$ cat src/rtl/usc_defines.svh
// Register offsets, field positions, reset values and timing constants.
`ifndef USC_DEFINES_SVH
`define USC_DEFINES_SVH
`define USC_RCV_OFF      8'h18
`define USC_XMT_OFF      8'h98
`define USC_DATA_OFF     8'h1C
`define USC_IRQ_ST_OFF   8'h20
`define USC_IRQ_MSK_OFF  8'h24
`define USC_BAUD_OFF     8'h28
`define USC_B_SERIAL_PORT_ENABLE       7
`define USC_B_RX9        6
`define USC_B_SINGLE_RECEIVE_ENABLE       5
`define USC_B_CONTINUOUS_RECEIVE_ENABLE       4
`define USC_B_FRAMING_ERROR_FLAG       2
`define USC_B_OVERRUN_ERROR_FLAG       1
`define USC_B_RECEIVED_NINTH_BIT       0
`define USC_B_CLOCK_SOURCE_SELECT       7
`define USC_B_TX9        6
`define USC_B_TRANSMIT_ENABLE       5
`define USC_B_SYNC       4
`define USC_B_HIGH_BAUD_SELECT       2
`define USC_B_SHIFT_REGISTER_EMPTY       1
`define USC_B_TRANSMIT_NINTH_BIT       0
`define USC_RCV_WMASK    8'hF0
`define USC_XMT_WMASK    8'hF5
`define USC_RD_MASK      8'hF7
`define USC_XMT_RST      8'h02
`define USC_BAUD_RST     8'h0F
`define USC_IRQ_RX       0
`define USC_IRQ_TX       1
`define USC_IRQ_FRAMING_ERROR_FLAG     2
`define USC_IRQ_OVERRUN_ERROR_FLAG     3
`define USC_OS_LOW       6'd63
`define USC_OS_HIGH      6'd15
`define USC_OS_SYNC      6'd3
`define USC_OKAY         2'b00
`define USC_SLVERR       2'b10
`endif

$ cat src/rtl/usc_pkg.sv
// Types shared by the serial port control and status logic.
`default_nettype none
package usc_pkg;
	typedef enum logic [1:0] {
		USC_ASYNC,
		USC_SYNC_MASTER,
		USC_SYNC_SLAVE
	} usc_mode_t;
endpackage
`default_nettype wire

$ cat src/rtl/usc_ev_if.sv
// Interface that carries receive and transmit events between the shifter and control.
`default_nettype none
interface usc_ev_if;
	logic       rx_done;
	logic [8:0] rx_word;
	logic       rx_framing_error_flag;
	logic       rx_active;
	logic       tx_busy;
	logic       tx_start;
	logic [8:0] tx_word;
	logic       nine_rx;
	logic       nine_tx;
	modport ctl (input rx_done, rx_word, rx_framing_error_flag, tx_busy, rx_active,
		output tx_start, tx_word, nine_rx, nine_tx);
	modport sh (output rx_done, rx_word, rx_framing_error_flag, tx_busy, rx_active,
		input tx_start, tx_word, nine_rx, nine_tx);
endinterface
`default_nettype wire

$ cat src/rtl/usc_tick.sv
// Baud tick divider producing one-cycle enable pulses.
`default_nettype none
module usc_tick
#(
	parameter int WIDTH = 8
)
(
	input  wire logic             clk_sys_i,
	input  wire logic             rst_i,
	input  wire logic [WIDTH-1:0] div_i,
	input  wire logic             restart_i,
	output logic                  tick_o
);
	import usc_pkg::*;
	typedef struct packed
	{
		logic [WIDTH-1:0] cnt;
		logic             tick;
	} usc_tick_st_t;
	usc_tick_st_t st;
	usc_tick_st_t next_st;

	// Count down the divider and pulse on each wrap.
	always_comb
	begin
		next_st = st;
		next_st.tick = 1'b0;
		if (restart_i)
			next_st.cnt = div_i;
		else if (st.cnt == '0)
		begin
			next_st.cnt = div_i;
			next_st.tick = 1'b1;
		end
		else
			next_st.cnt = st.cnt - 1'b1;
	end

	// Register the divider state.
	always_ff @(posedge clk_sys_i or posedge rst_i)
	begin
		if (rst_i)
			st <= '0;
		else
			st <= next_st;
	end
	assign tick_o = st.tick;
endmodule
`default_nettype wire

$ cat src/rtl/usc_top.sv
// Serial port control and status block with AXI4-Lite registers.
// Summary of operation
// - Modes are asynchronous full duplex, synchronous master, synchronous slave.
// - Receive control bit 7 enables the port and hands it the pins.
// - Receive control bit 6 selects nine-bit reception, else eight-bit.
// - Bit 5 requests one master reception; hardware clears it when done.
// - In asynchronous mode bit 4 enables continuous reception.
// - In synchronous mode continuous receive runs until cleared, over single.
// - Receive control bit 3 always reads zero.
// - Bit 2 framing error is refreshed by data read and next byte.
// - Bit 1 overrun stays set until continuous receive is cleared.
// - Bit 0 holds the ninth bit of the last received character.
// - Reset clears control and error bits, and the ninth bit reads zero.
`default_nettype none
`include "usc_defines.svh"
module usc_top
(
	input  wire logic        clk_sys_i,
	input  wire logic        rst_i,
	input  wire logic [7:0]  s_axi_awaddr_i,
	input  wire logic        s_axi_awvalid_i,
	output logic             s_axi_awready_o,
	input  wire logic [31:0] s_axi_wdata_i,
	input  wire logic [3:0]  s_axi_wstrb_i,
	input  wire logic        s_axi_wvalid_i,
	output logic             s_axi_wready_o,
	output logic [1:0]       s_axi_bresp_o,
	output logic             s_axi_bvalid_o,
	input  wire logic        s_axi_bready_i,
	input  wire logic [7:0]  s_axi_araddr_i,
	input  wire logic        s_axi_arvalid_i,
	output logic             s_axi_arready_o,
	output logic [31:0]      s_axi_rdata_o,
	output logic [1:0]       s_axi_rresp_o,
	output logic             s_axi_rvalid_o,
	input  wire logic        s_axi_rready_i,
	input  wire logic        receive_data_pin_i,
	output logic             receive_data_pin_o,
	output logic             receive_data_pin_oe_o,
	input  wire logic        transmit_clock_pin_i,
	output logic             transmit_clock_pin_o,
	output logic             transmit_clock_pin_oe_o,
	output var usc_pkg::usc_mode_t mode_o,
	output logic             irq_o
);
	import usc_pkg::*;

	// ****************************************
	// State
	// ****************************************
	typedef struct packed
	{
		logic       aw_held;
		logic [7:0] aw_addr;
		logic       w_held;
		logic [7:0] w_data;
		logic       w_lane0;
		logic       bvalid;
		logic [1:0] bresp;
		logic       rvalid;
		logic [31:0] rdata;
		logic [1:0] rresp;
		logic [7:0] rcv;
		logic [7:0] xmt;
		logic [8:0] rx_buf;
		logic       rx_full;
		logic       framing_error_flag_pend;
		logic [3:0] irq_st;
		logic [3:0] irq_msk;
		logic [7:0] baud;
		logic       baud_new;
		logic       tx_start;
		logic [8:0] tx_word;
		logic       irq;
		usc_mode_t  mode;
		logic       rx_pin_oe;
		logic       ck_pin_oe;
	} usc_st_t;
	usc_st_t st;
	usc_st_t next_st;

	usc_ev_if ev();
	logic tick;
	logic rx_ready;

	// Baud divider; a new divisor restarts it at once.
	usc_tick #(.WIDTH(8)) u_tick
	(
		.clk_sys_i (clk_sys_i),
		.rst_i     (rst_i),
		.div_i     (st.baud),
		.restart_i (st.baud_new),
		.tick_o    (tick)
	);

	// Shift datapath behind the control logic.
	usc_shift u_shift
	(
		.clk_sys_i   (clk_sys_i),
		.rst_i       (rst_i),
		.tick_i      (tick),
		.enable_i    (st.rcv[`USC_B_SERIAL_PORT_ENABLE]),
		.mode_i      (st.mode),
		.high_baud_select_i      (st.xmt[`USC_B_HIGH_BAUD_SELECT]),
		.rx_enable_i (rx_ready),
		.rx_pin_i    (receive_data_pin_i),
		.ck_pin_i    (transmit_clock_pin_i),
		.tx_pin_o    (transmit_clock_pin_o),
		.dt_pin_o    (receive_data_pin_o),
		.ev          (ev.sh)
	);

	// Decode the mode from the sync and clock source bits.
	function automatic usc_mode_t mode_of(input logic [7:0] x);
		if (!x[`USC_B_SYNC])
			return USC_ASYNC;
		else if (x[`USC_B_CLOCK_SOURCE_SELECT])
			return USC_SYNC_MASTER;
		else
			return USC_SYNC_SLAVE;
	endfunction

	// Receiver runs on continuous enable, or single enable in master mode.
	assign rx_ready = st.rcv[`USC_B_SERIAL_PORT_ENABLE] & (st.rcv[`USC_B_CONTINUOUS_RECEIVE_ENABLE] |
		(st.mode == USC_SYNC_MASTER & st.rcv[`USC_B_SINGLE_RECEIVE_ENABLE]));
	assign ev.tx_start = st.tx_start;
	assign ev.tx_word  = st.tx_word;
	assign ev.nine_rx  = st.rcv[`USC_B_RX9];
	assign ev.nine_tx  = st.xmt[`USC_B_TX9];

	// ****************************************
	// Next state
	// ****************************************
	always_comb
	begin
		logic       wr;
		logic       rd;
		logic [7:0] wa;
		logic [7:0] ra;
		logic [7:0] rv;
		logic       ok;
		logic       ovr;
		ovr = 1'b0;
		wr = 1'b0;
		rd = 1'b0;
		wa = 8'h00;
		ra = 8'h00;
		rv = 8'h00;
		ok = 1'b1;
		next_st = st;
		next_st.tx_start = 1'b0;
		next_st.baud_new = 1'b0;
		if (s_axi_awvalid_i && !st.aw_held)
		begin
			next_st.aw_held = 1'b1;
			next_st.aw_addr = s_axi_awaddr_i;
		end
		if (s_axi_wvalid_i && !st.w_held)
		begin
			next_st.w_held = 1'b1;
			next_st.w_data = s_axi_wdata_i[7:0];
			next_st.w_lane0 = s_axi_wstrb_i[0];
		end
		if (st.bvalid && s_axi_bready_i)
			next_st.bvalid = 1'b0;
		if (st.rvalid && s_axi_rready_i)
			next_st.rvalid = 1'b0;
		wr = st.aw_held & st.w_held & ~st.bvalid;
		wa = {st.aw_addr[7:2], 2'b00};
		rd = s_axi_arvalid_i & ~st.rvalid;
		ra = {s_axi_araddr_i[7:2], 2'b00};
		// Read side effects come first so a same-cycle event still sets.
		if (rd && ra == `USC_IRQ_ST_OFF)
			next_st.irq_st = 4'h0;
		if (rd && ra == `USC_DATA_OFF)
		begin
			next_st.rx_full = 1'b0;
			next_st.rcv[`USC_B_FRAMING_ERROR_FLAG] = 1'b0;
		end
		// Hardware events then set flags over any software clear.
		if (ev.rx_done)
		begin
			if (next_st.rx_full)
			begin
				ovr = 1'b1;
				next_st.rcv[`USC_B_OVERRUN_ERROR_FLAG] = 1'b1;
				next_st.irq_st[`USC_IRQ_OVERRUN_ERROR_FLAG] = 1'b1;
			end
			else
			begin
				next_st.rx_buf = ev.rx_word;
				next_st.rx_full = 1'b1;
				next_st.rcv[`USC_B_RECEIVED_NINTH_BIT] = ev.rx_word[8];
				next_st.framing_error_flag_pend = ev.rx_framing_error_flag;
				next_st.rcv[`USC_B_FRAMING_ERROR_FLAG] = ev.rx_framing_error_flag;
				next_st.irq_st[`USC_IRQ_RX] = 1'b1;
				if (ev.rx_framing_error_flag)
					next_st.irq_st[`USC_IRQ_FRAMING_ERROR_FLAG] = 1'b1;
			end
			if (st.mode == USC_SYNC_MASTER && !st.rcv[`USC_B_CONTINUOUS_RECEIVE_ENABLE])
				next_st.rcv[`USC_B_SINGLE_RECEIVE_ENABLE] = 1'b0;
		end
		next_st.xmt[`USC_B_SHIFT_REGISTER_EMPTY] = ~ev.tx_busy & ~st.tx_start;
		if (ev.tx_busy && !st.xmt[`USC_B_SHIFT_REGISTER_EMPTY])
			next_st.irq_st[`USC_IRQ_TX] = next_st.irq_st[`USC_IRQ_TX];
		if (!ev.tx_busy && !st.xmt[`USC_B_SHIFT_REGISTER_EMPTY] && !st.tx_start)
			next_st.irq_st[`USC_IRQ_TX] = 1'b1;
		// Register writes.
		if (wr)
		begin
			next_st.aw_held = 1'b0;
			next_st.w_held = 1'b0;
			next_st.bvalid = 1'b1;
			next_st.bresp = `USC_OKAY;
			if (st.w_lane0)
			begin
				unique case (wa)
					`USC_RCV_OFF:
					begin
						next_st.rcv = (st.w_data & `USC_RCV_WMASK) |
							(next_st.rcv & ~`USC_RCV_WMASK);
						if (!st.w_data[`USC_B_CONTINUOUS_RECEIVE_ENABLE] && !ovr)
							next_st.rcv[`USC_B_OVERRUN_ERROR_FLAG] = 1'b0;
					end
					`USC_XMT_OFF:
						next_st.xmt = (st.w_data & `USC_XMT_WMASK) |
							(next_st.xmt & ~`USC_XMT_WMASK);
					`USC_IRQ_MSK_OFF:
						next_st.irq_msk = st.w_data[3:0];
					`USC_BAUD_OFF:
					begin
						next_st.baud = st.w_data;
						next_st.baud_new = 1'b1;
					end
					`USC_DATA_OFF:
						if (st.xmt[`USC_B_TRANSMIT_ENABLE] && st.xmt[`USC_B_SHIFT_REGISTER_EMPTY])
						begin
							next_st.tx_start = 1'b1;
							next_st.tx_word = {st.xmt[`USC_B_TRANSMIT_NINTH_BIT], st.w_data};
							next_st.xmt[`USC_B_SHIFT_REGISTER_EMPTY] = 1'b0;
						end
					default:
						ok = 1'b0;
				endcase
			end
			if (!ok)
				next_st.bresp = `USC_SLVERR;
		end
		// Register reads.
		if (rd)
		begin
			ok = 1'b1;
			unique case (ra)
				`USC_RCV_OFF:
					rv = st.rcv & `USC_RD_MASK;
				`USC_XMT_OFF:
					rv = st.xmt & `USC_RD_MASK;
				`USC_DATA_OFF:
					rv = st.rx_buf[7:0];
				`USC_IRQ_ST_OFF:
					rv = {4'h0, st.irq_st};
				`USC_IRQ_MSK_OFF:
					rv = {4'h0, st.irq_msk};
				`USC_BAUD_OFF:
					rv = st.baud;
				default:
					ok = 1'b0;
			endcase
			next_st.rvalid = 1'b1;
			next_st.rdata = {24'h000000, rv};
			next_st.rresp = ok ? `USC_OKAY : `USC_SLVERR;
		end
		next_st.mode = mode_of(next_st.xmt);
		// Port takes the pins only when enabled.
		next_st.rx_pin_oe = next_st.rcv[`USC_B_SERIAL_PORT_ENABLE] &
			(next_st.mode != USC_ASYNC) & ev.tx_busy;
		next_st.ck_pin_oe = next_st.rcv[`USC_B_SERIAL_PORT_ENABLE] &
			((next_st.mode == USC_ASYNC) |
			(next_st.mode == USC_SYNC_MASTER));
		next_st.irq = |(next_st.irq_st & next_st.irq_msk);
	end

	// ****************************************
	// Registers
	// ****************************************
	always_ff @(posedge clk_sys_i or posedge rst_i)
	begin
		if (rst_i)
		begin
			st <= '0;
			st.xmt <= `USC_XMT_RST;
			st.baud <= `USC_BAUD_RST;
		end
		else
			st <= next_st;
	end

	// Outputs come straight from the state register.
	assign s_axi_awready_o = ~st.aw_held;
	assign s_axi_wready_o = ~st.w_held;
	assign s_axi_bvalid_o = st.bvalid;
	assign s_axi_bresp_o = st.bresp;
	assign s_axi_arready_o = ~st.rvalid;
	assign s_axi_rvalid_o = st.rvalid;
	assign s_axi_rdata_o = st.rdata;
	assign s_axi_rresp_o = st.rresp;
	assign receive_data_pin_oe_o = st.rx_pin_oe;
	assign transmit_clock_pin_oe_o = st.ck_pin_oe;
	assign mode_o = st.mode;
	assign irq_o = st.irq;
endmodule
`default_nettype wire

$ cat src/rtl/usc_shift.sv
// Minimal receive and transmit shifter for the serial port.
`default_nettype none
`include "usc_defines.svh"
module usc_shift
(
	input  wire logic        clk_sys_i,
	input  wire logic        rst_i,
	input  wire logic        tick_i,
	input  wire logic        enable_i,
	input  wire usc_pkg::usc_mode_t mode_i,
	input  wire logic        high_baud_select_i,
	input  wire logic        rx_enable_i,
	input  wire logic        rx_pin_i,
	input  wire logic        ck_pin_i,
	output logic             tx_pin_o,
	output logic             dt_pin_o,
	usc_ev_if.sh             ev
);
	import usc_pkg::*;
	typedef struct packed
	{
		logic [1:0] rx_sync;
		logic [1:0] ck_sync;
		logic       ck_last;
		logic       rx_busy;
		logic [5:0] rx_os;
		logic [3:0] rx_bits;
		logic [9:0] rx_sh;
		logic       done;
		logic       framing_error_flag;
		logic       tx_busy;
		logic [5:0] tx_os;
		logic [3:0] tx_bits;
		logic [10:0] tx_sh;
		logic       ck_out;
	} usc_sh_st_t;
	usc_sh_st_t st;
	usc_sh_st_t next_st;

	// Oversample count per bit for the present mode.
	function automatic logic [5:0] os_of(input usc_mode_t m, input logic h);
		if (m != USC_ASYNC)
			return `USC_OS_SYNC;
		else
			return h ? `USC_OS_HIGH : `USC_OS_LOW;
	endfunction

	// Async frames: start, data, optional ninth, stop; sync frames clock data.
	always_comb
	begin
		logic [3:0] nbits;
		logic       ck_rise;
		nbits = (ev.nine_rx ? 4'd8 : 4'd7) +
			((mode_i == USC_ASYNC) ? 4'd2 : 4'd0);
		ck_rise = st.ck_sync[1] & ~st.ck_last;
		next_st = st;
		next_st.rx_sync = {st.rx_sync[0], rx_pin_i};
		next_st.ck_sync = {st.ck_sync[0], ck_pin_i};
		next_st.ck_last = st.ck_sync[1];
		next_st.done = 1'b0;
		if (!enable_i || !rx_enable_i)
			next_st.rx_busy = 1'b0;
		else if (!st.rx_busy)
		begin
			if (mode_i == USC_ASYNC ? !st.rx_sync[1] : 1'b1)
			begin
				next_st.rx_busy = 1'b1;
				next_st.rx_os = os_of(mode_i, high_baud_select_i) >> 1;
				next_st.rx_bits = 4'd0;
			end
		end
		else if ((mode_i == USC_SYNC_SLAVE) ? ck_rise : tick_i)
		begin
			if (st.rx_os != 6'd0 && mode_i != USC_SYNC_SLAVE)
				next_st.rx_os = st.rx_os - 6'd1;
			else
			begin
				next_st.rx_os = os_of(mode_i, high_baud_select_i);
				// The async stop bit is checked, not shifted into the word.
				if (st.rx_bits != nbits || mode_i != USC_ASYNC)
					next_st.rx_sh = {st.rx_sync[1], st.rx_sh[9:1]};
				next_st.rx_bits = st.rx_bits + 4'd1;
				if (st.rx_bits == nbits)
				begin
					next_st.rx_busy = 1'b0;
					next_st.done = 1'b1;
					next_st.framing_error_flag = (mode_i == USC_ASYNC) & ~st.rx_sync[1];
				end
			end
		end
		if (ev.tx_start)
		begin
			next_st.tx_busy = 1'b1;
			next_st.tx_sh = {1'b1, ev.tx_word[8] | ~ev.nine_tx,
				ev.tx_word[7:0], 1'b0};
			next_st.tx_bits = ev.nine_tx ? 4'd11 : 4'd10;
			next_st.tx_os = os_of(mode_i, high_baud_select_i);
		end
		else if (st.tx_busy && tick_i)
		begin
			if (st.tx_os != 6'd0)
				next_st.tx_os = st.tx_os - 6'd1;
			else
			begin
				next_st.tx_os = os_of(mode_i, high_baud_select_i);
				next_st.tx_sh = {1'b1, st.tx_sh[10:1]};
				next_st.tx_bits = st.tx_bits - 4'd1;
				next_st.ck_out = ~st.ck_out;
				if (st.tx_bits == 4'd1)
					next_st.tx_busy = 1'b0;
			end
		end
	end

	// Register the shifter state; the line idles high.
	always_ff @(posedge clk_sys_i or posedge rst_i)
	begin
		if (rst_i)
		begin
			st <= '0;
			st.tx_sh <= 11'h7FF;
			st.rx_sync <= 2'b11; // Idle high, so no false start bit.
		end
		else
			st <= next_st;
	end
	assign ev.rx_done = st.done;
	assign ev.rx_word = ev.nine_rx ? st.rx_sh[9:1] : {1'b0, st.rx_sh[9:2]};
	assign ev.rx_framing_error_flag = st.framing_error_flag;
	assign ev.rx_active = st.rx_busy;
	assign ev.tx_busy = st.tx_busy;
	assign tx_pin_o = (mode_i == USC_ASYNC) ? st.tx_sh[0] : st.ck_out;
	assign dt_pin_o = st.tx_sh[0];
endmodule
`default_nettype wire

$ cat config.mk
export PLATFORM = sky130hd
export DESIGN_NAME = usc_top
export DESIGN_NICKNAME = d
export VERILOG_FILES = /design/src/rtl/usc_pkg.sv /design/src/rtl/usc_ev_if.sv /design/src/rtl/usc_tick.sv /design/src/rtl/usc_top.sv /design/src/rtl/usc_shift.sv
export VERILOG_INCLUDE_DIRS = /design/src /design/src/rtl
export SDC_FILE = /design/constraint.sdc
export NUM_CORES = 1
export LEC_CHECK = 0
export ABC_AREA = 1
export BUFFER_PORTS_ARGS = -buffer_cell sky130_fd_sc_hd__buf_2
export CAP_MARGIN = 40
export CELL_PAD_IN_SITES_DETAIL_PLACEMENT = 1
export CELL_PAD_IN_SITES_GLOBAL_PLACEMENT = 1
export CORE_ASPECT_RATIO = 0.6
export CORE_MARGIN = 8
export CORE_UTILIZATION = 35
export CTS_BUF_LIST = sky130_fd_sc_hd__clkbuf_16
export DETAILED_ROUTE_END_ITERATION = 8
export PLACE_DENSITY_LB_ADDON = 0.1
export SYNTH_ARGS = -nofsm -noshare
export SYNTH_HDL_FRONTEND = slang
export SYNTH_SLANG_ARGS = --single-unit
$ cat constraint.sdc
create_clock -name clk_sys_i -period 6.55 [get_ports clk_sys_i]
set_clock_uncertainty 0.05 [all_clocks]
set_input_delay 1.31 -clock clk_sys_i [delete_from_list [all_inputs] [get_ports clk_sys_i]]
set_output_delay 1.31 -clock clk_sys_i [all_outputs]
set_load 0.01 [all_outputs]
==> impl_metrics.json <==
{
  "status": "finished clean",
  "p_leak_nw": 4.04,
  "cts_hold_buf": 0,
  "critPathSlowestCell": "dfrtp_1",
  "post_cts_resized": 0,
  "worstMarginPinSlew_ns": 0.914,
  "path_cells": "nor2_2, inv_1, o21ai_0, buf_2",
  "place.gp.congestion": 0.814,
  "drt_iter0_markers": 332,
  "die-area_um2": 25300,
  "netlist_instances": 858,
  "reg2reg_to": "u_shift.st[28]",
  "drv_slew": 0,
  "drc": 0,
  "place_ws_ns": 3.44,
  "grtUsageTotal": 0.157,
  "fin_setup_tns_ns": 0,
  "synth_area_um2": 7130,
  "routedWlPerCell_um": 16.1,
  "critPathLaunchType": "register",
  "maxCapViolations": 0,
  "fin_crit_sh": 0.486,
  "setup_viol": 0,
  "yosysTopAreaCell": "dfrtp_1",
  "cts_made_buffers": 17,
  "fp.dieH_um": 127,
  "criticalPathCategory": "register to primary output",
  "rrSetupSlack_ns": 4.10,
  "hold_class": "register to register",
  "grt_max_degree": 77,
  "initial_core_util": 0.357,
  "core.rowCount": 40,
  "synth_edf_count": 0,
  "vias_per_cell": 4.71,
  "peakVddDrop_mv": 0.238,
  "avgSynthCellArea_um2": 8.31,
  "min_to": "u_shift.next_st[46]",
  "min_from": "u_shift.next_st[48]",
  "rsz0062_at_grt": "false",
  "final_nets": 973,
  "wl_mm": 19.1,
  "ant_nets": 0,
  "hold_depth": 0,
  "synth-warning-count": 0,
  "synth.area.top_cells": "dfrtp_1 44%, nand2_1 12%, dfstp_2 6.6%, inv_1 5.5%, o21ai_0 5.2%",
  "synthTopCellsByCount": "232 x nand2_1, 125 x dfrtp_1, 104 x inv_1, 75 x nor2_1, 74 x o21ai_0",
  "maxSlewHeadroom": 0.388,
  "io_pins": 109,
  "cp_slowest_stage_delay_ns": 0.43,
  "yosysMostFrequentCell": "nand2_1",
  "grt_pass1_vias": 6008,
  "clock_sinks": 143,
  "root_buffer": "clkbuf_16",
  "ys_types": 47,
  "final_layout_size_suffix_gt1_frac": 0.168,
  "setup.worst_path.end_class": "primary output",
  "r2r.worst_path.cells": 12,
  "overflow": 0,
  "async_flop_share": 1.00,
  "cts_tree": "built",
  "post-route-min-period_ns": 3.18,
  "ys_seq_area_frac": 0.505,
  "clk-insertion-delay-late_ns": 0.43,
  "path_delay_family": "buffers and inverters",
  "post-cts-setup-buffers": 0,
  "yosys_most_used_dff": "dfrtp_1",
  "core_area_um2": 20000,
  "crit_fanout": 7,
  "chipWidth_um": 200,
  "ctsLongestPathBuffers": 2,
  "worst_ep_required_time_ns": 5.19,
  "cp_data_arrival_time_ns": 1.82,
  "h-tree-depth": 4,
  "drtPass1Iterations": 4,
  "hold_viol_final": 0,
  "timing.rr.start": "mode_o[1]",
  "nFillCells": 2366,
  "diodes": 0,
  "clock.fmax_ghz": 0.314,
  "antenna_found_initial": 0,
  "grt_pass1_wl_mm": 32.1,
  "dp_hpwl_mm": 14.5,
  "powerDensity_nw_per_um2": 341,
  "critPathBufInv": 2,
  "fin_ws_ns": 3.37,
  "clkTransAtPathRegs_ns": 0.07,
  "area_growth_syn_to_layout_pct": 13.1,
  "num_vias": 5599,
  "ys_ff_latch": 143,
  "synth_top_area_share": 0.439,
  "numPortBuffers": 51
}
-- where the power goes --
group / switching [mW] / internal (mW) / total [mW]
combinational: 0.430 / 0.188 / 0.618
sequential: 0.129 / 1.04 / 1.17
clock: 0.434 / 0.535 / 0.969
total: 0.993 / 1.76 / 2.75
-- per-layer routing --
layer / part of all wire / vias up / track usage / wire (µm)
met5: 0 / - / 0 / 0
met4: 0.0086 / 0 / 0.0401 / 165
met3: 0.038 / 15 / 0.0397 / 725
met2: 0.42 / 84 / 0.231 / 8060
met1: 0.53 / 2746 / 0.227 / 10200
li1: - / 2754 / - / -
-- sequential cells by signal, summed over array words and instances (netlist names), 2 cells and up, named ones only --
name	count
ev.tx_word	9
u_tick.st	8
mode_o	2
s_axi_rdata_o	8
u_shift.st	42
st	54
u_shift.next_st	3
-- cell families (layout without fill, tap and decap cells) --
group | Yosys count | after routing | share of synthesized area
buf+inv | 161 | 194 | 0.110
compound gates | 123 | 123 | 0.100
other cells | 1 | 26 | 0.000526
flops | 143 | 143 | 0.505
simple gates | 409 | 409 | 0.253
mux | 1 | 1 | 0.00158
fa+ha+maj | 9 | 9 | 0.0158
xor+xnor | 11 | 11 | 0.0135
-- area by class of cell --
cell class	instances	area [µm²]	share of cell area
Clock inverter	15	151	0.0188
Clock buffer	17	425	0.0527
Sequential cell	143	3600	0.446
Multi-Input combinational cell	579	2840	0.352
Tap cell	273	342	0.0424
Timing Repair Buffer	53	290	0.0360
Inverter	109	418	0.0518
-- per-stage QoR --
| step | util | power [mW] | cells | area (µm²) | hold slack, ns |
|---|---|---|---|---|---|
| 3_3_place_gp | 0.374 | 1.76 | 1156 | 7460 | 0.296 |
| 3_5_place_dp | 0.375 | 1.80 | 1157 | 7490 | 0.296 |
| 4_1_cts | 0.404 | 2.79 | 1189 | 8070 | 0.308 |
| 5_1_grt | 0.404 | 2.92 | 1189 | 8070 | 0.313 |
| 6_report | 0.404 | 2.75 | 1189 | 8070 | 0.307 |
| 2_1_floorplan | - | 1.60 | 883 | 7220 | 0.281 |
-- cell usage in the layout, fill, tap and decap left out, types with 5 or more instances in the layout --
cell type / instances
a21oi_1: 20
buf_2: 51
clkbuf_16: 17
conb_1: 26
dfrtp_1: 125
dfstp_2: 18
ha_1: 9
inv_1: 103
inv_6: 8
nand2_1: 232
nand2_2: 14
nand3_1: 55
nand4_1: 9
nor2_1: 75
nor2_2: 9
o21ai_0: 74
o21ai_1: 6
o31ai_2: 8
xnor2_1: 6
xor2_1: 5
-- worst max-delay path by stage --
stage                            startpoint                         end  slack, ns  cells past startpoint
final                             mode_o[1]        transmit_clock_pin_o       3.37                      4
after global routing              mode_o[0]        transmit_clock_pin_o       3.18                      4
after detailed placement  s_axi_araddr_i[7]            s_axi_rdata_o[1]       3.44                      8
after CTS                         mode_o[1]        transmit_clock_pin_o       3.30                      4
after floorplan                       rst_i  asynchronous set/reset pin       1.38                      1
after global placement      s_axi_arvalid_i                       irq_o       3.48                     11
(Power assumes the default switching activity.)
